===== config.mk =====
export PLATFORM = sky130hd
export DESIGN_NAME = console_ctrl
export DESIGN_NICKNAME = d
export VERILOG_FILES = /design/src/inc/console_pkg.sv /design/src/design/console_ctrl.sv
export SDC_FILE = /design/constraint.sdc
export NUM_CORES = 1
export LEC_CHECK = 0
export ABC_AREA = 1
export CORE_AREA = 2 2 287 289
export DETAILED_ROUTE_END_ITERATION = 12
export DIE_AREA = 0 0 289 291
export DONT_BUFFER_PORTS = 1
export HOLD_SLACK_MARGIN = 0.15
export PLACE_DENSITY_LB_ADDON = 0.12
export SETUP_SLACK_MARGIN = 0.15
export SLEW_MARGIN = 20
export SYNTH_ARGS = -nofsm -noshare
export SYNTH_HDL_FRONTEND = slang
export SYNTH_SLANG_ARGS = --single-unit

===== constraint.sdc =====
create_clock -name CLK -period 3.7 [get_ports CLK]
set_clock_uncertainty 0.1 [all_clocks]
set_input_delay 0.37 -clock CLK [delete_from_list [all_inputs] [get_ports CLK]]
set_output_delay 0.37 -clock CLK [all_outputs]
set_load 0.01 [all_outputs]

===== src/inc/console_pkg.sv =====
// Notes on behaviour
// - four program-set status lamps per display generator and radar keyboard mux
// - three configuration lamp registers, held until rewritten or console reset
// - storage data lamps show 36 bits, no parity check here
// - each compute unit instruction counter shown on 27 lamps, unchecked
// - manual lamp mirrors stopped state, wait lamp mirrors wait bit
// - disabled lamp on only when switch set and both control units disconnected
// - manual controls act only with interlock key on; reset and sense always
// - reconfig unit power and interface switches act only in state zero with test
// - storage select sent binary with odd parity, room for eight units
// - channel address 0 to A sent binary with odd parity
// - two unit-address digits form 8 bits under one odd parity bit
// - load with system button held is system load, else subsystem if allowed
// - load presents switch settings to selected unit; unit drives load lamp
// - 32 data keys and 24 address keys get odd parity per byte
// - six sense switches returned with odd parity on read-sense command
// - interrupt button sends console interrupt to selected unit
// - set counter loads address keys with parity when unit stopped
// - store writes data keys to keyed address when unit stopped
// - display reads keyed word into storage data lamps when unit stopped
package console_pkg;
  localparam int AXI_AW = 8;
  localparam logic [7:0] OFS_DISP_LO = 8'h00;
  localparam logic [7:0] OFS_DISP_HI = 8'h04;
  localparam logic [7:0] OFS_CFG1    = 8'h08;
  localparam logic [7:0] OFS_CFG2    = 8'h0c;
  localparam logic [7:0] OFS_CFG3    = 8'h10;
  localparam logic [7:0] OFS_STATUS  = 8'h14;
  localparam logic [7:0] OFS_SD_LO   = 8'h18;
  localparam logic [7:0] OFS_SD_HI   = 8'h1c;
  localparam logic [31:0] RST_WORD   = 32'h0;
  localparam logic [1:0] RESP_OKAY   = 2'h0;
  localparam logic [1:0] RESP_SLVERR = 2'h2;
  localparam int N_CE   = 3;
  localparam int IC_W   = 27;
  localparam int SD_W   = 36;
  localparam int N_DISP = 15;
  localparam int N_RCU  = 2;
  localparam logic [1:0] ST_ZERO = 2'h0;
  localparam logic [1:0] ST_ONE  = 2'h1;
  localparam int B_START   = 0;
  localparam int B_STOP    = 1;
  localparam int B_ALLSTOP = 2;
  localparam int B_SETIC   = 3;
  localparam int B_STORE   = 4;
  localparam int B_DISPLAY = 5;
  localparam int B_INTR    = 6;
  localparam int B_LOAD    = 7;
  localparam int B_SYSIPL  = 8;
  localparam int B_ACT     = 9;
  localparam int B_ACEN    = 10;
  localparam int B_RESET   = 11;
  localparam int N_BTN     = 12;
  localparam int P_ILK     = 12;
  localparam int P_DIS     = 13;
  localparam int P_CESEL   = 14;
  localparam int P_MS      = 16;
  localparam int P_CHAN    = 19;
  localparam int P_UNIT    = 23;
  localparam int P_DATA    = 31;
  localparam int P_ADDR    = 63;
  localparam int P_SENSE   = 87;
  localparam int P_RPWR    = 93;
  localparam int P_RIF     = 95;
  localparam int PANEL_W   = 97;

  function automatic logic odd_par8(input logic [7:0] v);
    return ~(^v);
  endfunction

  function automatic logic [35:0] byte_par(input logic [31:0] d);
    return {odd_par8(d[31:24]), d[31:24], odd_par8(d[23:16]), d[23:16],
            odd_par8(d[15:8]), d[15:8], odd_par8(d[7:0]), d[7:0]};
  endfunction

  function automatic logic [31:0] wmerge(input logic [31:0] old, input logic [31:0] d,
                                         input logic [3:0] s);
    logic [31:0] m;
    m = old;
    for (int i = 0; i < 4; i++) begin
      if (s[i]) m[8*i+:8] = d[8*i+:8];
    end
    return m;
  endfunction
endpackage


===== src/design/console_ctrl.sv =====
// Design decisions made here: the address map and the AXI4-Lite register port.
`timescale 1ns/10ps
`default_nettype none
module console_ctrl (
  input  wire  logic                             CLK,            // 125 MHz
  input  wire  logic                             SRST,           // sync reset
  input  wire  logic [console_pkg::AXI_AW-1:0]   AWADDR,         // write addr
  input  wire  logic                             AWVALID,        // write addr valid
  output logic                                   AWREADY,        // write addr ready
  input  wire  logic [31:0]                      WDATA,          // write data
  input  wire  logic [3:0]                       WSTRB,          // byte strobes
  input  wire  logic                             WVALID,         // write data valid
  output logic                                   WREADY,         // write data ready
  output logic [1:0]                             BRESP,          // write response
  output logic                                   BVALID,         // response valid
  input  wire  logic                             BREADY,         // response ready
  input  wire  logic [console_pkg::AXI_AW-1:0]   ARADDR,         // read addr
  input  wire  logic                             ARVALID,        // read addr valid
  output logic                                   ARREADY,        // read addr ready
  output logic [31:0]                            RDATA,          // read data
  output logic [1:0]                             RRESP,          // read response
  output logic                                   RVALID,         // read valid
  input  wire  logic                             RREADY,         // read ready
  input  wire  logic [console_pkg::N_BTN-1:0]    PB,             // pushbuttons
  input  wire  logic                             KEY_ILK,        // interlock key
  input  wire  logic                             DISABLE_SW,     // interface disable
  input  wire  logic [1:0]                       CE_SEL_SW,      // unit select
  input  wire  logic [2:0]                       MS_SEL_SW,      // storage select
  input  wire  logic [3:0]                       CHAN_SW,        // load channel
  input  wire  logic [7:0]                       UNIT_SW,        // load unit addr
  input  wire  logic [31:0]                      DATA_KEYS,      // data keys
  input  wire  logic [23:0]                      ADDR_KEYS,      // address keys
  input  wire  logic [5:0]                       SENSE_SW,       // sense switches
  input  wire  logic [console_pkg::N_RCU-1:0]    RCU_PWR_SW,     // reconfig power
  input  wire  logic [console_pkg::N_RCU-1:0]    RCU_IF_SW,      // reconfig iface
  input  wire  logic [2*console_pkg::N_RCU-1:0]  RCU_STATE,      // reconfig states
  input  wire  logic [console_pkg::N_RCU-1:0]    RCU_TEST,       // reconfig test
  input  wire  logic [console_pkg::N_CE-1:0]     CE_STOPPED,     // unit stopped
  input  wire  logic [console_pkg::N_CE-1:0]     CE_WAIT,        // wait bit
  input  wire  logic [2*console_pkg::N_CE-1:0]   CE_STATE,       // unit states
  input  wire  logic [console_pkg::N_CE-1:0]     CE_TEST,        // unit test sw
  input  wire  logic [3*console_pkg::IC_W-1:0]   CE_IC,          // counters
  input  wire  logic                             SD_VALID,       // display data
  input  wire  logic [console_pkg::SD_W-1:0]     SD_IN,          // storage word
  input  wire  logic [1:0]                       CU_DISC_DONE,   // disconnected
  input  wire  logic                             SENSE_CMD,      // read-sense cmd
  output logic [console_pkg::N_CE-1:0]           CE_SELECT,      // one-hot select
  output logic                                   REQ_START,      // start pulse
  output logic                                   REQ_STOP,       // stop pulse
  output logic                                   REQ_ALLSTOP,    // all-stop pulse
  output logic                                   REQ_SETIC,      // set counter
  output logic                                   REQ_STORE,      // store pulse
  output logic                                   REQ_DISPLAY,    // display pulse
  output logic                                   REQ_INTR,       // interrupt
  output logic                                   REQ_LOAD,       // load pulse
  output logic                                   LOAD_SYSTEM,    // system load
  output logic                                   REQ_ACTIVATE,   // activate pulse
  output logic                                   ACMP_EN,        // compare enable
  output logic [26:0]                            ADDR_OUT,       // addr + parity
  output logic [35:0]                            DATA_OUT,       // data + parity
  output logic [3:0]                             LOAD_MS,        // storage + par
  output logic [4:0]                             LOAD_CHAN,      // channel + par
  output logic [8:0]                             LOAD_UNIT,      // unit + par
  output logic [6:0]                             SENSE_OUT,      // sense + par
  output logic                                   SENSE_VALID,    // sense pulse
  output logic [console_pkg::N_RCU-1:0]          RCU_PWR_EN,     // reconfig power
  output logic [console_pkg::N_RCU-1:0]          RCU_IF_EN,      // reconfig iface
  output logic [console_pkg::N_CE-1:0]           MANUAL_LAMP,    // stopped lamps
  output logic [console_pkg::N_CE-1:0]           WAIT_LAMP,      // wait lamps
  output logic [3*console_pkg::IC_W-1:0]         IA_LAMPS,       // counter lamps
  output logic [console_pkg::SD_W-1:0]           SD_LAMPS,       // data lamps
  output logic [4*console_pkg::N_DISP-1:0]       DISP_LAMPS,     // unit status
  output logic [95:0]                            CFG_LAMPS,      // config lamps
  output logic                                   ILK_LAMP,       // interlock lamp
  output logic                                   DISABLED_LAMP   // disabled lamp
);
  import console_pkg::*;

  typedef struct packed {
    logic [PANEL_W-1:0]  s1;
    logic [PANEL_W-1:0]  s2;
    logic [N_BTN-1:0]    prev;
    logic [N_BTN-1:0]    req;
    logic                load_sys;
    logic                acen;
    logic [1:0]          sel;
    logic [N_CE-1:0]     cesel;
    logic [26:0]         addr;
    logic [35:0]         data;
    logic [3:0]          ms;
    logic [4:0]          chan;
    logic [8:0]          unit;
    logic [6:0]          sense;
    logic                sense_vld;
    logic [N_RCU-1:0]    rpwr;
    logic [N_RCU-1:0]    rif;
    logic [N_CE-1:0]     manual;
    logic [N_CE-1:0]     waitl;
    logic [3*IC_W-1:0]   ia;
    logic [SD_W-1:0]     sd;
    logic [63:0]         disp;
    logic [95:0]         cfg;
    logic                ilk_lamp;
    logic                disabled;
    logic                aw_ok;
    logic [AXI_AW-1:0]   aw_addr;
    logic                w_ok;
    logic [31:0]         wd;
    logic [3:0]          ws;
    logic                awready;
    logic                wready;
    logic                bvalid;
    logic [1:0]          bresp;
    logic                arready;
    logic                rvalid;
    logic [31:0]         rdata;
    logic [1:0]          rresp;
  } state_type;

  state_type           r;
  state_type           next_r;
  logic [PANEL_W-1:0]  pins;
  logic [N_BTN-1:0]    press;
  logic [N_BTN-1:0]    go;
  logic                ilk;
  logic                sel_ok;
  logic                sel_stopped;
  logic                subsys_ok;
  logic [1:0]          sel_state;
  logic [31:0]         rd;
  logic                rd_hit;
  logic [35:0]         addr_par;

  assign pins = {RCU_IF_SW, RCU_PWR_SW, SENSE_SW, ADDR_KEYS, DATA_KEYS, UNIT_SW,
                 CHAN_SW, MS_SEL_SW, CE_SEL_SW, DISABLE_SW, KEY_ILK, PB};

  always_comb begin
    next_r = r;
    next_r.s1 = pins;
    next_r.s2 = r.s1;
    ilk = r.s2[P_ILK];
    press = r.s2[N_BTN-1:0] & ~r.prev;
    go = press & {N_BTN{ilk}};
    next_r.prev = r.s2[N_BTN-1:0];
    sel_ok = (r.sel < 2'(N_CE));
    sel_stopped = sel_ok && CE_STOPPED[r.sel];
    sel_state = sel_ok ? CE_STATE[2*r.sel+:2] : 2'h3;
    subsys_ok = sel_ok && ((sel_state == ST_ONE) || (sel_state == ST_ZERO && !CE_TEST[r.sel]));
    if (ilk) begin
      next_r.sel = r.s2[P_CESEL+:2];
    end
    // select lamps registered so the output comes from a flip-flop
    next_r.cesel = (next_r.sel < 2'(N_CE)) ? N_CE'(3'h1 << next_r.sel) : '0;
    next_r.req = '0;
    next_r.req[B_START] = go[B_START];
    next_r.req[B_STOP] = go[B_STOP];
    next_r.req[B_ALLSTOP] = go[B_ALLSTOP];
    next_r.req[B_INTR] = go[B_INTR];
    next_r.req[B_ACT] = go[B_ACT];
    next_r.req[B_SETIC] = go[B_SETIC] & sel_stopped;
    next_r.req[B_STORE] = go[B_STORE] & sel_stopped;
    next_r.req[B_DISPLAY] = go[B_DISPLAY] & sel_stopped;
    next_r.req[B_LOAD] = go[B_LOAD] & (r.s2[B_SYSIPL] | subsys_ok);
    next_r.load_sys = r.s2[B_SYSIPL];
    next_r.acen = ilk & r.s2[B_ACEN];
    // key and load switch payloads stand every cycle so they are valid with each pulse; sense is captured only on SENSE_CMD
    addr_par = byte_par({8'h00, r.s2[P_ADDR+:24]});
    next_r.addr = addr_par[26:0];
    next_r.data = byte_par(r.s2[P_DATA+:32]);
    next_r.ms = {odd_par8({5'h00, r.s2[P_MS+:3]}), r.s2[P_MS+:3]};
    next_r.chan = {odd_par8({4'h0, r.s2[P_CHAN+:4]}), r.s2[P_CHAN+:4]};
    next_r.unit = {odd_par8(r.s2[P_UNIT+:8]), r.s2[P_UNIT+:8]};
    next_r.sense_vld = SENSE_CMD;
    if (SENSE_CMD) begin
      next_r.sense = {odd_par8({2'h0, r.s2[P_SENSE+:6]}), r.s2[P_SENSE+:6]};
    end
    for (int i = 0; i < N_RCU; i++) begin
      if (RCU_STATE[2*i+:2] == ST_ZERO && RCU_TEST[i]) begin
        next_r.rpwr[i] = r.s2[P_RPWR+i];
        next_r.rif[i] = r.s2[P_RIF+i];
      end
    end
    next_r.manual = CE_STOPPED;
    next_r.waitl = CE_WAIT;
    next_r.ia = CE_IC;
    if (SD_VALID) begin
      next_r.sd = SD_IN;
    end
    next_r.ilk_lamp = ilk;
    next_r.disabled = r.s2[P_DIS] & (&CU_DISC_DONE);
    // register bus write side
    if (AWVALID && r.awready) begin
      next_r.aw_ok = 1'b1;
      next_r.aw_addr = AWADDR;
    end
    if (WVALID && r.wready) begin
      next_r.w_ok = 1'b1;
      next_r.wd = WDATA;
      next_r.ws = WSTRB;
    end
    if (r.bvalid && BREADY) begin
      next_r.bvalid = 1'b0;
    end
    if (r.aw_ok && r.w_ok && !r.bvalid) begin
      next_r.aw_ok = 1'b0;
      next_r.w_ok = 1'b0;
      next_r.bvalid = 1'b1;
      next_r.bresp = RESP_OKAY;
      case (r.aw_addr)
        OFS_DISP_LO: next_r.disp[31:0] = wmerge(r.disp[31:0], r.wd, r.ws);
        OFS_DISP_HI: next_r.disp[63:32] = wmerge(r.disp[63:32], r.wd, r.ws) & 32'h0fffffff;
        OFS_CFG1: next_r.cfg[31:0] = wmerge(r.cfg[31:0], r.wd, r.ws);
        OFS_CFG2: next_r.cfg[63:32] = wmerge(r.cfg[63:32], r.wd, r.ws);
        OFS_CFG3: next_r.cfg[95:64] = wmerge(r.cfg[95:64], r.wd, r.ws);
        OFS_STATUS, OFS_SD_LO, OFS_SD_HI: next_r.bresp = RESP_OKAY;
        default: next_r.bresp = RESP_SLVERR;
      endcase
    end
    if (press[B_RESET]) begin
      next_r.cfg = '0;
      next_r.sd = '0;
    end
    next_r.awready = !next_r.aw_ok && !next_r.bvalid;
    next_r.wready = !next_r.w_ok && !next_r.bvalid;
    // register bus read side
    rd_hit = 1'b1;
    case (ARADDR)
      OFS_DISP_LO: rd = r.disp[31:0];
      OFS_DISP_HI: rd = r.disp[63:32];
      OFS_CFG1: rd = r.cfg[31:0];
      OFS_CFG2: rd = r.cfg[63:32];
      OFS_CFG3: rd = r.cfg[95:64];
      OFS_STATUS: rd = {22'h0, r.sel, r.disabled, r.ilk_lamp, r.waitl, r.manual};
      OFS_SD_LO: rd = r.sd[31:0];
      OFS_SD_HI: rd = {28'h0, r.sd[35:32]};
      default: begin
        rd = RST_WORD;
        rd_hit = 1'b0;
      end
    endcase
    if (ARVALID && r.arready) begin
      next_r.rvalid = 1'b1;
      next_r.rdata = rd;
      next_r.rresp = rd_hit ? RESP_OKAY : RESP_SLVERR;
    end else if (r.rvalid && RREADY) begin
      next_r.rvalid = 1'b0;
    end
    next_r.arready = !next_r.rvalid;
  end

  always_ff @(posedge CLK) begin
    if (SRST) begin
      r <= '0;
    end else begin
      r <= next_r;
    end
  end

  assign AWREADY       = r.awready;
  assign WREADY        = r.wready;
  assign BVALID        = r.bvalid;
  assign BRESP         = r.bresp;
  assign ARREADY       = r.arready;
  assign RVALID        = r.rvalid;
  assign RDATA         = r.rdata;
  assign RRESP         = r.rresp;
  assign CE_SELECT     = r.cesel;
  assign REQ_START     = r.req[B_START];
  assign REQ_STOP      = r.req[B_STOP];
  assign REQ_ALLSTOP   = r.req[B_ALLSTOP];
  assign REQ_SETIC     = r.req[B_SETIC];
  assign REQ_STORE     = r.req[B_STORE];
  assign REQ_DISPLAY   = r.req[B_DISPLAY];
  assign REQ_INTR      = r.req[B_INTR];
  assign REQ_LOAD      = r.req[B_LOAD];
  assign LOAD_SYSTEM   = r.load_sys;
  assign REQ_ACTIVATE  = r.req[B_ACT];
  assign ACMP_EN       = r.acen;
  assign ADDR_OUT      = r.addr;
  assign DATA_OUT      = r.data;
  assign LOAD_MS       = r.ms;
  assign LOAD_CHAN     = r.chan;
  assign LOAD_UNIT     = r.unit;
  assign SENSE_OUT     = r.sense;
  assign SENSE_VALID   = r.sense_vld;
  assign RCU_PWR_EN    = r.rpwr;
  assign RCU_IF_EN     = r.rif;
  assign MANUAL_LAMP   = r.manual;
  assign WAIT_LAMP     = r.waitl;
  assign IA_LAMPS      = r.ia;
  assign SD_LAMPS      = r.sd;
  assign DISP_LAMPS    = r.disp[4*N_DISP-1:0];
  assign CFG_LAMPS     = r.cfg;
  assign ILK_LAMP      = r.ilk_lamp;
  assign DISABLED_LAMP = r.disabled;
endmodule
`default_nettype wire


==> results.cfg <==
[synth]
synth.area.top_cells = dfxtp_1, buf_4, nor2_1
yosysSeqAreaShare_pct = 50.6
synthSimpleGateAreaFrac_pct = 17.5
avgSynthCellArea_um2 = 8.04
synth_area_leader_cell = dfxtp_1
synth_compound_area_share_pct = 9.06
synth_xor_area_share_pct = 1.79
synth-seq-cells = 679
syn_area_um2 = 26900
synth_top_family_by_area = buffers and inverters
synth_warnings = 0
muxShareOfSynthArea_pct = 0
synth_fa_ha_area_share_pct = 0
synth_cell_types = 39
synthDominantCellAreaShare_pct = 50.6
syn_inst = 3341

[die]
die_area_um2 = 84100
fp.dieW_um = 289
coreArea_um2 = 81200
io_pins = 727
start_util_pct = 33.1
die_y_um = 291
row_count = 105

[timing]
setup_tns_ns = 0
hold_violations = 0
min_period_ns = 2.62
slew_viol_final = 0
tightest_slew_ns = 1.11
hold_slack_ns = 0.255
slew_headroom_pct = 26.0
rsz0062_at_grt = no
min_period_over_period_pct = 70.9
finalSetupViolations = 0
timing.fmax_mhz = 381

[layout]
layout-drive-gt1-share_pct = 6.24
seq_area_um2 = 13600
multi_input_comb_area_um2 = 7690
nFillCells = 8248
nNetsFinal = 3682
area_growth_pct = 20.4
fin_util_pct = 39.9

[routing]
vias = 20200
dr.first_iter.drc_count = 830
top_layer = met5
drcViolationCount = 0
wl_met2_um = 45400
wirelength_um = 90500
wl_met1_um = 33900
routedWlPerCell_um = 20.0
routed_via_density = 4.48
ant_nets = 0
first_pass_iters = 5
met3_length_um = 8720

[grt]
first_global_vias = 20700
overflow = 0
grt_usage_pct = 20.9
grt_max_degree = 232
antenna_found_initial = 8
grt_pass1_wl_um = 132000

[clocking]
clk_latency_ns = 0.63
clk_pin_slew_ns = 0.06
cts_buffers = 78
clk_path_buf_depth = 3
h-tree-depth = 3
cts_sinks = 679
cts_root_buf = clkbuf_16
cts_tree = built

[setup_path]
r2r.worst_path.cells = 5
worstPathArrival_ns = 3.04
worstReg2RegEnd = RRESP[1]$_SDFFE_PP0P_
cp-end-kind = register
cp_max_fo = 231
path_class = in -> reg
r2r_slack_ns = 1.23
regToRegStartpoint = ARREADY$_SDFF_PP0_
required_ns = 4.11
startpoint_type = primary input

[placed_design]
dpl.hpwl_um = 62600
numPortBuffers = 0
place.gp.congestion = 0.825

[hold_path]
min_path_cells = 2
min-delay-start = SRST
hp-class = in -> reg
min_to = next_r[581]$_SDFF_PP0_

[run]
maxCapViolCount = 0

[outcome]
status = finished clean

[pwr]
peakVddDrop_uv = 325
p_leak_nw = 14.1
power_density_nw_per_um2 = 517
-- where the power goes --
part           leakage, nW  switching, W  total, W  internal (W)
clock network         1.28       0.00327   0.00778       0.00451
registers             5.56      0.000256   0.00783       0.00758
logic                 7.23      0.000563   0.00111      0.000543
total                 14.1       0.00409    0.0167        0.0126
-- timing repair --
| action | 4_1_cts | 5_1_grt |
|---|---|---|
| buffers inserted | 0 | 0 |
| resized for setup | 0 | 0 |
| endpoints found under the hold margin | 528 | 0 |
| hold buffers | 507 | 0 |
-- worst max-delay path, stage by stage --
cell           delay [ns]
buf_16               0.54
inv_4                0.47
o21ai_0              0.18
dlygate4sd3_1        0.57
a21oi_1              0.04
dlygate4sd3_1        0.55
-- per-layer routing --
metal / vias to the layer above / GRT usage (%)
li1: 9936 / -
met1: 9523 / 22.1
met5: - / 0
met2: 624 / 37.6
met3: 147 / 8.36
met4: 12 / 6.45
-- logic make-up after synthesis --
group	Yosys count
AO/OA/AOI/OAI	436
XOR/XNOR	55
buffers and inverters	1045
flip-flops	679
other	1
AND/OR/NAND/NOR	1125
-- synth_stat cells --
| library cell | instances |
|---|---|
| clkinv_1 | 2 |
| nor3_1 | 10 |
| conb_1 | 1 |
| or2_4 | 1 |
| buf_1 | 3 |
| dfxtp_1 | 679 |
| buf_4 | 418 |
| buf_12 | 1 |
| o31ai_1 | 1 |
| clkbuf_1 | 85 |
| a211oi_2 | 4 |
| nand2_4 | 6 |
| buf_2 | 47 |
| a21oi_1 | 202 |
| a41oi_1 | 1 |
| nand3_1 | 182 |
| a21oi_2 | 8 |
| xnor2_1 | 44 |
| o21ai_2 | 6 |
| inv_2 | 9 |
| nand2_2 | 6 |
| nor4_1 | 2 |
| nor4_4 | 1 |
| nor2_4 | 7 |
| nand3_4 | 1 |
| buf_6 | 8 |
| buf_8 | 1 |
| o21ai_0 | 138 |
| or2_2 | 1 |
| xor2_1 | 11 |
| inv_1 | 470 |
| inv_4 | 1 |
| nor2_1 | 565 |
| nand2_1 | 333 |
| o21ai_1 | 11 |
| o211ai_1 | 2 |
| nor2_2 | 5 |
| nor2_8 | 5 |
| a211oi_1 | 63 |
-- metrics by stage --
stage / power, W / cells / worst slack, ns / cell area (µm²)
final: 0.0167 / 4515 / 1.08 / 32400
after global routing: 0.0174 / 4514 / 0.976 / 32400
after CTS: 0.0169 / 4514 / 1.15 / 32400
after detailed placement: 0.00865 / 3867 / 0.941 / 24700
after global placement: 0.00864 / 3865 / 1.01 / 24600
after floorplan: 0.00859 / 3342 / 2.19 / 26900
-- cell type report --
class | count | area share (%)
multi-input combinational | 1618 | 23.8
inverter | 482 | 5.61
sequential | 679 | 42.0
antenna | 1 | 0.00773
clock inverter | 30 | 1.05
tap | 1070 | 4.14
timing repair buffer | 525 | 16.5
clock buffer | 110 | 6.96
-- placed cells by master (no fill, tap or decap), types with 3 or more instances in the layout --
| master | n |
|---|---|
| a211oi_1 | 63 |
| a211oi_2 | 4 |
| a21oi_1 | 202 |
| a21oi_2 | 8 |
| buf_12 | 5 |
| buf_16 | 3 |
| buf_4 | 12 |
| bufinv_16 | 3 |
| clkbuf_1 | 14 |
| clkbuf_16 | 78 |
| clkbuf_8 | 18 |
| clkinv_2 | 15 |
| clkinvlp_4 | 3 |
| dfxtp_1 | 679 |
| dlygate4sd3_1 | 505 |
| inv_1 | 469 |
| inv_16 | 3 |
| inv_2 | 10 |
| inv_6 | 3 |
| nand2_1 | 331 |
| nand2_2 | 8 |
| nand2_4 | 6 |
| nand3_1 | 182 |
| nor2_1 | 562 |
| nor2_4 | 13 |
| nor2_8 | 5 |
| nor3_1 | 10 |
| o21ai_0 | 138 |
| o21ai_1 | 11 |
| o21ai_2 | 5 |
| xnor2_1 | 44 |
| xor2_1 | 11 |
-- how the worst max path moves through the flow --
stage	from	end	slack [ns]	depth (start not counted)
finish	SRST	r[48]$_SDFFE_PP0P_	1.08	6
global route	ARREADY$_SDFF_PP0_	RRESP[1]$_SDFFE_PP0P_	0.98	5
CTS	ARREADY$_SDFF_PP0_	RRESP[1]$_SDFFE_PP0P_	1.15	5
detailed placement	ARADDR[1]	RDATA[22]$_SDFFE_PP0P_	0.94	9
global placement	ARADDR[1]	RDATA[18]$_SDFFE_PP0P_	1.01	9
floorplan	SRST	r[468]$_SDFF_PP0_	2.19	5
-- flip-flops by register name, summed over array words and instances, names as in the netlist, 2 cells and up --
register / cells
RDATA: 32
MANUAL_LAMP: 3
IA_LAMPS: 81
SD_LAMPS: 36
RCU_PWR_EN: 2
ADDR_OUT: 27
next_r: 156
r: 72
DATA_OUT: 36
RCU_IF_EN: 2
SENSE_OUT: 7
LOAD_MS: 4
addr_par: 24
LOAD_CHAN: 5
DISP_LAMPS: 60
LOAD_UNIT: 9
WAIT_LAMP: 3
CFG_LAMPS: 96
CE_SELECT: 3
(Power assumes the default switching activity.)
